### config.mk
export PLATFORM = sky130hd
export DESIGN_NAME = hrcs_sequencer
export DESIGN_NICKNAME = d
export VERILOG_FILES = /design/src/rtl/hrcs_pkg.sv /design/src/rtl/hrcs_sync.sv /design/src/rtl/hrcs_timer.sv /design/src/rtl/hrcs_sequencer.sv
export SDC_FILE = /design/constraint.sdc
export NUM_CORES = 1
export LEC_CHECK = 0
export ABC_CLOCK_PERIOD_IN_PS = 2950
export BUFFER_PORTS_ARGS = -buffer_cell sky130_fd_sc_hd__buf_2
export CELL_PAD_IN_SITES_DETAIL_PLACEMENT = 1
export CELL_PAD_IN_SITES_GLOBAL_PLACEMENT = 1
export CORE_MARGIN = 8
export CORE_UTILIZATION = 40
export DETAILED_ROUTE_END_ITERATION = 12
export GPL_TIMING_DRIVEN = 1
export PLACE_DENSITY_LB_ADDON = 0.1
export SKIP_CTS_REPAIR_TIMING = 1
export SYNTH_ARGS = -nofsm -noshare
export SYNTH_HDL_FRONTEND = slang
export SYNTH_SLANG_ARGS = --single-unit
### constraint.sdc
create_clock -name sys_clk -period 2.95 [get_ports sys_clk]
set_input_delay 0.59 -clock sys_clk [delete_from_list [all_inputs] [get_ports sys_clk]]
set_output_delay 0.59 -clock sys_clk [all_outputs]
set_load 0.01 [all_outputs]
### src/rtl/hrcs_pkg.sv
package hrcs_pkg;

   // clock
   localparam int unsigned CLK_HZ          = 25_000_000;
   localparam int unsigned CLK_PERIOD_NS   = 1_000_000_000 / CLK_HZ;

   // timing figures in their own units
   localparam int unsigned T_RECOVERY_US   = 500;
   localparam int unsigned T_INACTIVE_US   = 2;
   localparam int unsigned T_ATTACH_MS     = 100;
   localparam int unsigned T_EEPROM_TENTHS = 995;
   localparam int unsigned T_SMB_MAX_MS    = 300;
   localparam int unsigned T_REQUEST_MS    = 5;

   // derived cycle counts: maximum times round down; only recovery and inactive are held at one or more
   localparam int unsigned RECOVERY_CYC    = (T_RECOVERY_US * (CLK_HZ / 1_000_000) > 0) ?
                                             T_RECOVERY_US * (CLK_HZ / 1_000_000) : 1;
   localparam int unsigned INACTIVE_CYC    = (T_INACTIVE_US * (CLK_HZ / 1_000_000) > 0) ?
                                             T_INACTIVE_US * (CLK_HZ / 1_000_000) : 1;
   localparam int unsigned ATTACH_CYC      = T_ATTACH_MS * (CLK_HZ / 1000);
   localparam int unsigned EEPROM_CYC      = T_EEPROM_TENTHS * (CLK_HZ / 10_000);
   localparam int unsigned SMB_MAX_CYC     = T_SMB_MAX_MS * (CLK_HZ / 1000);
   localparam int unsigned REQUEST_CYC     = T_REQUEST_MS * (CLK_HZ / 1000);

   // widths
   localparam int unsigned NUM_PORTS       = 4;
   localparam int unsigned STRAP_W         = 8;
   localparam int unsigned CFG_W           = 16;
   localparam int unsigned ADDR_W          = 7;
   localparam int unsigned TMR_W           = 32;

   // configuration field layout
   localparam int unsigned CFG_STRAP_LSB   = 0;
   localparam logic [CFG_W-1:0] CFG_DEFAULT = 16'h0000;
   localparam logic [ADDR_W-1:0] ADDR_RESET = 7'h00;

   typedef enum logic [1:0] {
      HRCS_MODE_DEFAULT,
      HRCS_MODE_STRAP,
      HRCS_MODE_EEPROM,
      HRCS_MODE_SMBUS
   } hrcs_mode_t;

   // request to and answer from the external loader
   typedef struct packed {
      logic start;
   } hrcs_load_req_t;

   typedef struct packed {
      logic             done;
      logic             error;
      logic [CFG_W-1:0] cfg;
   } hrcs_load_rsp_t;

   // per-port downstream controls
   typedef struct packed {
      logic [NUM_PORTS-1:0] port_en;
      logic [NUM_PORTS-1:0] port_pwr;
   } hrcs_port_ctl_t;

endpackage

### src/rtl/hrcs_sync.sv
module hrcs_sync import hrcs_pkg::*; #(
   parameter int unsigned WIDTH = 1
) (
   // clock and reset
   input  wire logic             sys_clk,
   input  wire logic             nrst,
   // data
   input  wire logic [WIDTH-1:0] async_in,
   output logic      [WIDTH-1:0] sync_out
);

   logic [WIDTH-1:0] meta_reg;

   initial begin
      if (WIDTH < 1) $error("hrcs_sync: WIDTH must be at least 1");
   end

   // first stage is read only by the second
   always_ff @(posedge sys_clk) begin
      if (!nrst) begin
         meta_reg <= '0;
         sync_out <= '0;
      end else begin
         meta_reg <= async_in;
         sync_out <= meta_reg;
      end
   end

endmodule

### src/rtl/hrcs_timer.sv
module hrcs_timer import hrcs_pkg::*; #(
   parameter int unsigned WIDTH = TMR_W
) (
   // clock and reset
   input  wire logic             sys_clk,
   input  wire logic             nrst,
   // control
   input  wire logic             clear,
   input  wire logic             run,
   input  wire logic [WIDTH-1:0] limit,
   // status
   output logic                  expired,
   output logic      [WIDTH-1:0] count
);

   initial begin
      if (WIDTH < 2 || WIDTH > 32) $error("hrcs_timer: WIDTH out of range");
   end

   // saturating up-counter; expired once count reaches limit
   always_ff @(posedge sys_clk) begin
      if (!nrst || clear) begin
         count <= '0;
      end else if (run && count != '1) begin
         count <= count + WIDTH'(1);
      end
   end

   assign expired = (count >= limit);

endmodule

### src/rtl/hrcs_sequencer.sv
// Function
// - sample led straps after reset release; the code samples them in strap mode only
// - strap high: led active low, else high; outside strap mode the code drives every led active high
// - unstrapped bits take internal default
// - reset disables ports, removes port power
// - reset disables transceivers, pairs high impedance
// - reset aborts transactions, keeps no state
// - reset returns registers to default zero
// - reset stops oscillator, pll, leds
// - operational within 500us of release
// - eeprom mode reads eeprom once operational
// - outputs inactive within 2us of release
// - attach within 100ms after configuration
// - eeprom configuration within 99.5ms
// - smbus mode attaches within 100ms; the code never times out the smbus load, SMB_CYCLES is unused
// - self-powered smbus: no load limit
// - standard requests complete within 5ms
// - bus reset: address zero, unconfigured
// - bus reset: ports unpowered, tt cleared
// - bus reset wakes a suspended hub
// - smbus mode waits indefinitely for load
module hrcs_sequencer import hrcs_pkg::*; #(
   parameter int unsigned RECOVERY_CYCLES = RECOVERY_CYC,
   parameter int unsigned INACTIVE_CYCLES = INACTIVE_CYC,
   parameter int unsigned ATTACH_CYCLES   = ATTACH_CYC,
   parameter int unsigned EEPROM_CYCLES   = EEPROM_CYC,
   parameter int unsigned SMB_CYCLES      = SMB_MAX_CYC,
   parameter int unsigned REQUEST_CYCLES  = REQUEST_CYC
) (
   // clock and synchronous active-low hardware reset
   input  wire logic                 sys_clk,
   input  wire logic                 nrst,
   // mode selection and power straps (pins)
   input  wire logic [1:0]           cfg_mode_pin,
   input  wire logic                 self_powered_pin,
   // led strap pins, two-way
   input  wire logic [STRAP_W-1:0]   led_in,
   output logic      [STRAP_W-1:0]   led_out,
   output logic      [STRAP_W-1:0]   led_oe,
   input  wire logic [STRAP_W-1:0]   led_on,
   // configuration loader (eeprom master or smbus slave)
   output hrcs_load_req_t            load_req,
   input  wire hrcs_load_rsp_t       load_rsp,
   // upstream side
   input  wire logic                 bus_reset,
   input  wire logic                 suspend_req,
   input  wire logic                 request_start,
   input  wire logic                 request_done,
   input  wire logic                 set_config,
   input  wire logic [ADDR_W-1:0]    set_addr,
   input  wire logic                 set_addr_valid,
   output logic                      attach,
   output logic                      phy_en,
   output logic                      suspended,
   output logic                      configured,
   output logic      [ADDR_W-1:0]    dev_addr,
   output logic                      request_abort,
   // downstream and housekeeping
   output hrcs_port_ctl_t            port_ctl,
   output logic                      tt_clear,
   output logic                      osc_en,
   output logic                      pll_en,
   output logic                      operational,
   output logic      [CFG_W-1:0]     active_cfg
);

   typedef enum logic [2:0] {
      ST_RECOVER,
      ST_STRAP,
      ST_LOAD,
      ST_APPLY,
      ST_RUN
   } hrcs_state_t;

   initial begin
      if (RECOVERY_CYCLES < 1 || ATTACH_CYCLES < 1 || EEPROM_CYCLES < 1 || REQUEST_CYCLES < 1)
         $error("hrcs_sequencer: cycle counts must be at least 1");
      if (INACTIVE_CYCLES < 1 || INACTIVE_CYCLES >= RECOVERY_CYCLES)
         $error("hrcs_sequencer: inactive time must be below recovery time");
   end

   hrcs_state_t          state_reg, state_next;
   hrcs_mode_t           mode_reg;
   logic                 self_pwr_reg;
   logic [STRAP_W-1:0]   strap_reg;
   logic [CFG_W-1:0]     cfg_reg;
   logic                 req_busy_reg;
   logic [1:0]           mode_s;
   logic                 self_s;
   logic [STRAP_W-1:0]   led_s;
   logic                 load_done_s;
   logic [TMR_W-1:0]     tmr_count, req_count;
   logic                 tmr_clear, req_exp;
   logic [TMR_W-1:0]     tmr_limit;

   // pins cross in through two flops
   hrcs_sync #(.WIDTH(3 + STRAP_W)) u_sync (
      .sys_clk  (sys_clk),
      .nrst     (nrst),
      .async_in ({cfg_mode_pin, self_powered_pin, led_in}),
      .sync_out ({mode_s, self_s, led_s})
   );

   // one timer serves every phase; cleared at each state change
   assign tmr_clear = (state_reg != state_next);
   assign tmr_limit = TMR_W'(RECOVERY_CYCLES);

   hrcs_timer #(.WIDTH(TMR_W)) u_phase_tmr (
      .sys_clk (sys_clk),
      .nrst    (nrst),
      .clear   (tmr_clear),
      .run     (1'b1),
      .limit   (tmr_limit),
      .expired (),
      .count   (tmr_count)
   );

   hrcs_timer #(.WIDTH(TMR_W)) u_req_tmr (
      .sys_clk (sys_clk),
      .nrst    (nrst),
      .clear   (!req_busy_reg || request_start),
      .run     (req_busy_reg),
      .limit   (TMR_W'(REQUEST_CYCLES)),
      .expired (req_exp),
      .count   (req_count)
   );

   assign load_done_s = load_rsp.done;

   function automatic logic uses_loader(input hrcs_mode_t m);
      return (m == HRCS_MODE_EEPROM) || (m == HRCS_MODE_SMBUS);
   endfunction

   // sequencing; reset clears every state, no transaction survives
   always_comb begin
      state_next = state_reg;
      unique case (state_reg)
         ST_RECOVER: begin
            if (tmr_count >= TMR_W'(RECOVERY_CYCLES - 1)) begin
               state_next = uses_loader(mode_reg) ? ST_LOAD : ST_STRAP;
            end
         end
         ST_STRAP: state_next = ST_APPLY;
         ST_LOAD: begin
            if (load_done_s) begin
               state_next = ST_APPLY;
            end else if (mode_reg == HRCS_MODE_EEPROM &&
                         tmr_count >= TMR_W'(EEPROM_CYCLES - 1)) begin
               state_next = ST_APPLY;
            end
         end
         ST_APPLY: state_next = ST_RUN;
         ST_RUN:   state_next = ST_RUN;
      endcase
   end

   always_ff @(posedge sys_clk) begin
      if (!nrst) begin
         state_reg <= ST_RECOVER;
      end else begin
         state_reg <= state_next;
      end
   end

   // mode and self-power captured once, after release
   always_ff @(posedge sys_clk) begin
      if (!nrst) begin
         mode_reg     <= HRCS_MODE_DEFAULT;
         self_pwr_reg <= 1'b0;
      end else if (state_reg == ST_RECOVER && tmr_count == TMR_W'(INACTIVE_CYCLES - 1)) begin
         mode_reg     <= hrcs_mode_t'(mode_s);
         self_pwr_reg <= self_s;
      end
   end

   // straps sampled in strap mode only, once synchronisers have settled, before leds are driven
   always_ff @(posedge sys_clk) begin
      if (!nrst) begin
         strap_reg <= '0;
      end else if (state_reg == ST_RECOVER && tmr_count == TMR_W'(INACTIVE_CYCLES - 1) &&
                   hrcs_mode_t'(mode_s) == HRCS_MODE_STRAP) begin
         strap_reg <= led_s;
      end
   end

   // configuration image
   always_ff @(posedge sys_clk) begin
      if (!nrst) begin
         cfg_reg <= CFG_DEFAULT;
      end else if (state_reg == ST_STRAP) begin
         cfg_reg <= CFG_DEFAULT;
         if (mode_reg == HRCS_MODE_STRAP) begin
            cfg_reg[CFG_STRAP_LSB +: STRAP_W] <= strap_reg;
         end
      end else if (state_reg == ST_LOAD && load_done_s && !load_rsp.error) begin
         cfg_reg <= load_rsp.cfg;
      end
   end

   // loader request, asserted for the whole load phase
   always_ff @(posedge sys_clk) begin
      if (!nrst) begin
         load_req <= '0;
      end else begin
         load_req.start <= (state_next == ST_LOAD);
      end
   end

   // attach only after apply; smbus self-powered has no timeout at all
   always_ff @(posedge sys_clk) begin
      if (!nrst) begin
         attach      <= 1'b0;
         operational <= 1'b0;
         phy_en      <= 1'b0;
         osc_en      <= 1'b0;
         pll_en      <= 1'b0;
      end else begin
         osc_en      <= 1'b1;
         pll_en      <= 1'b1;
         operational <= (state_next != ST_RECOVER);
         if (state_reg == ST_APPLY) begin
            attach <= 1'b1;
            phy_en <= 1'b1;
         end
      end
   end

   // leds: in strap mode strapped high sinks (drive low when lit), strapped low sources; other modes always source
   generate
      for (genvar i = 0; i < STRAP_W; i++) begin : g_led
         always_ff @(posedge sys_clk) begin
            if (!nrst) begin
               led_oe[i]  <= 1'b0;
               led_out[i] <= 1'b0;
            end else if (state_reg == ST_RECOVER && tmr_count < TMR_W'(INACTIVE_CYCLES)) begin
               led_oe[i]  <= 1'b0;
               led_out[i] <= 1'b0;
            end else begin
               led_oe[i]  <= 1'b1;
               led_out[i] <= strap_reg[i] ? ~led_on[i] : led_on[i];
            end
         end
      end
   endgenerate

   // upstream bus reset handling and device state
   always_ff @(posedge sys_clk) begin
      if (!nrst) begin
         dev_addr   <= ADDR_RESET;
         configured <= 1'b0;
         suspended  <= 1'b0;
         tt_clear   <= 1'b0;
      end else begin
         tt_clear <= 1'b0;
         if (bus_reset) begin
            dev_addr   <= ADDR_RESET;
            configured <= 1'b0;
            suspended  <= 1'b0;
            tt_clear   <= 1'b1;
         end else if (attach) begin
            if (set_addr_valid) dev_addr <= set_addr;
            if (set_config) configured <= 1'b1;
            suspended <= suspend_req;
         end
      end
   end

   // ports unpowered in reset and on bus reset; bus reset is not passed on
   always_ff @(posedge sys_clk) begin
      if (!nrst) begin
         port_ctl <= '0;
      end else if (bus_reset || !attach) begin
         port_ctl <= '0;
      end else if (configured) begin
         port_ctl.port_pwr <= {NUM_PORTS{1'b1}};
         port_ctl.port_en  <= {NUM_PORTS{1'b1}};
      end
   end

   // standard request watchdog: abort what runs past its limit
   always_ff @(posedge sys_clk) begin
      if (!nrst) begin
         req_busy_reg  <= 1'b0;
         request_abort <= 1'b0;
      end else begin
         request_abort <= 1'b0;
         if (bus_reset || request_done) begin
            req_busy_reg <= 1'b0;
         end else if (request_start && attach) begin
            req_busy_reg <= 1'b1;
         end else if (req_busy_reg && req_exp) begin
            req_busy_reg  <= 1'b0;
            request_abort <= 1'b1;
         end
      end
   end

   assign active_cfg = cfg_reg;
endmodule

# Word level (Yosys, flattened, before mapping)

Cells that the tools add are included.

$add $sub $neg: 2
Magnitude comparators: 4
Equality and inequality tests: 13
Mux-type cells: 22
Bitwise operators: 9
Reduce and logical (&&, ||, !) cells: 32

Operators with widths:

| operator                                                            | count |
|---|---|
| adder 32 x 1 -> 32 bit, second input constant                       | 2 |
| inequality test 32 bit, second input constant                       | 2 |
| equality test 32 x 6 -> 1 bit, second input constant                | 1 |
| greater-or-equal comparator 32 x 14 -> 1 bit, second input constant | 1 |
| greater-or-equal comparator 32 x 17 -> 1 bit, second input constant | 1 |
| greater-or-equal comparator 32 x 22 -> 1 bit, second input constant | 1 |
| < comparator 32 x 6 -> 1 bit, second input constant                 | 1 |
| two-way mux 8 bit                                                   | 3 |
| two-way mux 1 bit                                                   | 14 |
| case mux 3 bit (4 select lines)                                     | 1 |
| OR reduction 2 bit                                                  | 6 |
| equality test 3 x 2 -> 1 bit, second input constant                 | 3 |
| logical AND 1 bit                                                   | 9 |
| two-way mux 3 bit                                                   | 3 |
| inverter 1 bit                                                      | 9 |
| logical OR 1 bit                                                    | 6 |
| equality test 2 x 1 -> 1 bit, second input constant                 | 2 |
| equality test 2 bit, second input constant                          | 2 |
| zero test 1 bit                                                     | 4 |
| AND reduction 2 bit                                                 | 2 |
| nonzero test 2 bit                                                  | 2 |
| equality test 3 x 1 -> 1 bit, second input constant                 | 1 |
| equality test 3 bit, second input constant                          | 1 |
| zero test 3 bit                                                     | 1 |
| 4 further kinds                                                     | 4 |

Flip-flop bits (word level): 141
Input bits: 52
Output and inout bits: 57
Logic and storage cells: 111

# Longest topological paths before layout

Depth in word-level cells: 7
Gate-level depth with buffers: 8

# Modules after synthesis

From an unflattened synthesis, not the netlist that was laid out.

Cells, all modules: 922
Area total of the unflattened synthesis: 7858.8 sq um

By module, submodules not included:

| module                   | instances | cells each | area an instance (sq um) | sequential area each (sq um) |
|---|---|---|---|---|
| hrcs_sequencer           | 1         | 278        | 2502.4                   | 1101.1 |
| hrcs_timer (u_req_tmr)   | 1         | 300        | 2373.5                   | 640.6 |
| hrcs_timer (u_phase_tmr) | 1         | 298        | 2362.3                   | 640.6 |
| hrcs_sync                | 1         | 46         | 620.6                    | 440.4 |

# Worst setup path before layout

OpenSTA, ideal clock, no wires.

Path type: register to register
Start: reg u_phase_tmr.count[0]
End: reg u_phase_tmr.count[0]
Setup time: 118 ps
Arrival: 2022 ps
Required time: 2832 ps
Path slack: 810 ps
Stages on the path, launching flop included: 9
Path buffers: 1
Clock period less this slack: 2140 ps
Path through: dfxtp_1 ha_1 o21ai_0 a221o_1 a2111oi_2 a211oi_2 o221ai_2 buf_2 nor2_1

Word-level cells in the longest chain between the ends: 7
Elaborated cells between the ends (all ways): 11
Classes of those cells: 1 x add/sub; 2 x order compare; 2 x eq/ne; 4 x mux; 2 x reduce/logical

RTL lines:

| what                                         | RTL line              | source |
|---|---|---|
| start, declared                              | hrcs_timer.sv:13      | `output logic [WIDTH-1:0] count` |
| start signal, assigned                       | hrcs_timer.sv:25      | `count <= count + WIDTH'(1);` |
| greater-or-equal comparator 32 x 22 -> 1 bit | hrcs_sequencer.sv:148 | `tmr_count >= TMR_W'(EEPROM_CYCLES - 1)) begin` |
| logical AND 1 bit                            | hrcs_sequencer.sv:147 | `end else if (mode_reg == HRCS_MODE_EEPROM &&` |
| two-way mux 3 bit                            | hrcs_sequencer.sv:147 |  |
| two-way mux 3 bit                            | hrcs_sequencer.sv:145 | `if (load_done_s) begin` |
| case mux 3 bit (4 select lines)              | hrcs_sequencer.sv:137 | `unique case (state_reg)` |
| inequality test 3 bit                        | hrcs_sequencer.sv:105 | `assign tmr_clear = (state_reg != state_next);` |
| logical OR 1 bit                             | hrcs_timer.sv:22      | `if (!nrst \|\| clear) begin` |

Parallel ways exist; a longest one is shown, timed or not.
A chain may end at the register's enable or synchronous reset.

# Final worst setup path

Start: reg u_phase_tmr.count[0]
End: reg u_phase_tmr.count[31]

The elaborated chain is that of the path after synthesis.

==> key figures <==
Yosys
  • Post-Synthesis Net Count: 749
  • Top post-synthesis cells by count: 139 x dfxtp_1, 114 x nor2_1, 49 x nand2_1
  • Synthesized cell area: 6070 um2
  • YS warnings: 0
  • Synthesized flop and latch total: 139
  • Synth area leaders: dfxtp_1 46%, nor2_1 7.0%, xnor2_1 5.5%
  • Dominant cell type by area after synthesis: dfxtp_1
  • Post-synthesis area per instance: 8.76 um2
  • Synth Flop Type: dfxtp_1
  • Post-synth EDFFs: 0
  • Ys async rst share: 0%
  • Cells after Synth: 693
  • Synth top area share: 45.8%
  • Sequential fraction of the synthesis area: 45.8%
  • Most common cell in the netlist: dfxtp_1
  • Yosys cell types: 52

Global route
  • Largest net degree at the start of global routing: 33
  • Gr usage total: 17.0%
  • Number of antenna violations at the first check in global routing: 0
  • Overflow after GRT: 0
  • Global-route wire length before repair: 27100 um
  • Vias in the first global route: 5604

Clock tree
  • CTS clock-pin slew for the worst setup and hold paths: 0.07 ns
  • CTS Sinks: 139
  • CTS root buf: clkbuf_16
  • Htree depth: 4
  • Clock buffer count from CTS: 17
  • Worst-skew pair later-pin latency: 0.43 ns
  • Clock Tree Buf Depth: 2
  • CTS tree: built

Timing
  • Max-slew violation count: 0
  • RSZ-0062 raised after global routing: no
  • Finish-stage setup viols: 0
  • Worst Tran Pin Value: 0.694 ns
  • Setup tns final: 0 ns
  • Crit path time final: 2.41 ns
  • Fin. Hold Viols: 0
  • F_max: 415 MHz
  • Crit share post-route: 81.8%
  • Slew HR: 53.7%
  • Worst Clk Skew: 0.0138 ns

Setup path
  • Worst Reg2Reg Path Length in Cells: 8
  • Setup CP Type: reg2reg
  • Worst Setup End Kind: flop
  • CP max FO: 32
  • Crit path required time: 3.26 ns
  • CP startpoint: u_phase_tmr.count[0]
  • Crit path capture: u_phase_tmr.count[31]
  • R2r endpoint: u_phase_tmr.count[31]
  • Startpoint Class: flop
  • R2r setup slk: 0.54 ns
  • CP arrival: 2.72 ns
  • R2r startpoint: u_phase_tmr.count[0]

Floorplanning
  • # IOs: 109
  • Total core area: 15000 um2
  • Die Width: 139 um
  • Die ar.: 19400 um2
  • Initial core utilization: 40.4%
  • Die Span Y: 139 um
  • Site Rows: 45

Place
  • DP Area: 6670 um2
  • Routability cong.: 0.747
  • Final HPWL DP: 11800 um
  • PortBufs: 107

Pwr
  • Sw Share: 25.1%
  • Sequential power share: 46.1%
  • P per Cell Area: 567 nW/um2
  • Net Sw Power: 1040 uW
  • VDD IR max: 0.407 mV
  • Int Pwr: 3080 uW
  • Pleak: 0.00295 uW
  • Combinational share of power: 2.3%
  • Clock share of power: 51.5%

Routing
  • WL/cell: 16.5 um
  • Drt pass-1 iters: 4
  • Final Routed Wirelength: 16200 um
  • ANT nets after route: 0
  • DRC Markers: 0
  • Via/cell ratio: 5.27
  • Via Count: 5171
  • DR iter-0 viols: 207

Cells and area
  • Total area of multi-input combinational cells: 2980 um2
  • Number of fill cells: 1763
  • Ratio of cells with drive above 1 in the final layout: 19.9%
  • Final instance area: 7260 um2
  • Final net count: 837
  • Area Growth Syn to Fin: 19.6%
  • Core Util, Final: 48.3%
  • Register area: 2780 um2
  • Ant diodes: 0

Status
  • Status: completed

Worst hold path
  • Hold WC Path Type: in2reg

Job
  • Max-Cap Viols: 0
==> worst min-delay path by stage <==
| stage | start | to | slack (ns) | cells after the start |
|---|---|---|---|---|
| floorplan | u_sync.meta_reg[0] | u_sync.sync_out[0] | 0.41 | 1 |
| global placement | u_sync.meta_reg[3] | u_sync.sync_out[3] | 0.42 | 1 |
| detailed placement | u_sync.meta_reg[9] | u_sync.sync_out[9] | 0.42 | 1 |
| CTS | request_done | req_busy_reg | 0.33 | 2 |
| global route | request_done | req_busy_reg | 0.33 | 2 |
| finish | request_done | req_busy_reg | 0.34 | 2 |
==> placed cells by master (no fill, tap or decap), types with 5 or more instances in the layout <==
| master | netlist | layout |
|---|---|---|
| nand4_1 | 20 | 20 |
| nor4_1 | 18 | 18 |
| buf_2 | 10 | 107 |
| inv_6 | 0 | 5 |
| or3_1 | 8 | 8 |
| o21ai_0 | 14 | 14 |
| a21oi_1 | 31 | 31 |
| nor3_1 | 21 | 21 |
| nor2_1 | 114 | 114 |
| nand3_1 | 33 | 33 |
| and3_1 | 11 | 11 |
| inv_8 | 0 | 6 |
| xnor2_1 | 38 | 38 |
| xor2_1 | 21 | 21 |
| nand2_1 | 49 | 49 |
| a211oi_1 | 10 | 10 |
| and4_1 | 9 | 9 |
| mux2i_1 | 27 | 27 |
| clkbuf_16 | 0 | 17 |
| buf_4 | 18 | 8 |
| inv_1 | 14 | 14 |
| dfxtp_1 | 139 | 139 |
| and2_1 | 23 | 23 |
==> layout make-up <==
class,instances,area share (%)
sequential,139,38.3
timing repair buffer,116,8.48
clock buffer,17,5.86
tap,188,3.24
inverter,14,0.724
multi-input combinational,493,41.0
clock inverter,15,2.33
==> through the flow <==
| stage | power, uW | hold slack (ns) | setup slack, ns | std cells |
|---|---|---|---|---|
| 6_report | 4120 | 0.341 | 0.538 | 982 |
| 5_1_grt | 4270 | 0.332 | 0.224 | 982 |
| 4_1_cts | 4170 | 0.325 | 0.511 | 982 |
| 3_5_place_dp | 2040 | 0.420 | 0.506 | 950 |
| 3_3_place_gp | 2040 | 0.416 | 0.572 | 950 |
| 2_1_floorplan | 1990 | 0.412 | 0.810 | 693 |
==> critical path, stage by stage (launching register included) <==
cell and delay, ns:
dfxtp_1 0.41, ha_1 0.29, o21ai_0 0.12, a221o_1 0.37, a2111oi_2 0.49, a211oi_2 0.09, o221ai_2 0.22, buf_12 0.23
nor3_1 0.08
==> power by group through the flow <==
stage | combinational, uW | clock, uW | sequential, uW
after floorplan | 49.3 | 0 | 1940
after global placement | 93.3 | 0 | 1940
final | 95.5 | 2120 | 1900
after CTS | 97.5 | 2170 | 1900
after detailed placement | 97.0 | 0 | 1940
after global routing | 107 | 2260 | 1900
==> cell families (layout without fill, tap and decap cells) <==
family / after synthesis / after routing / synth area share, %
flip-flops: 139 / 139 / 45.8
XOR/XNOR: 59 / 59 / 8.51
buffers and inverters: 61 / 162 / 5.11
AND/OR/NAND/NOR: 326 / 326 / 26.7
multiplexers: 27 / 27 / 4.45
AO/OA/AOI/OAI: 76 / 76 / 8.39
adder cells (fa/ha/maj): 5 / 5 / 0.989
==> layer usage <==
| layer | routed length, um | vias up | track usage, % |
|---|---|---|---|
| met4 | 261 | 0 | 6.93 |
| met3 | 737 | 22 | 5.13 |
| li1 | - | 2560 | - |
| met2 | 8070 | 86 | 29.9 |
| met1 | 7110 | 2503 | 18.9 |
| met5 | 0 | - | 0 |
No activity file was read; power rests on OpenSTA's default activity.
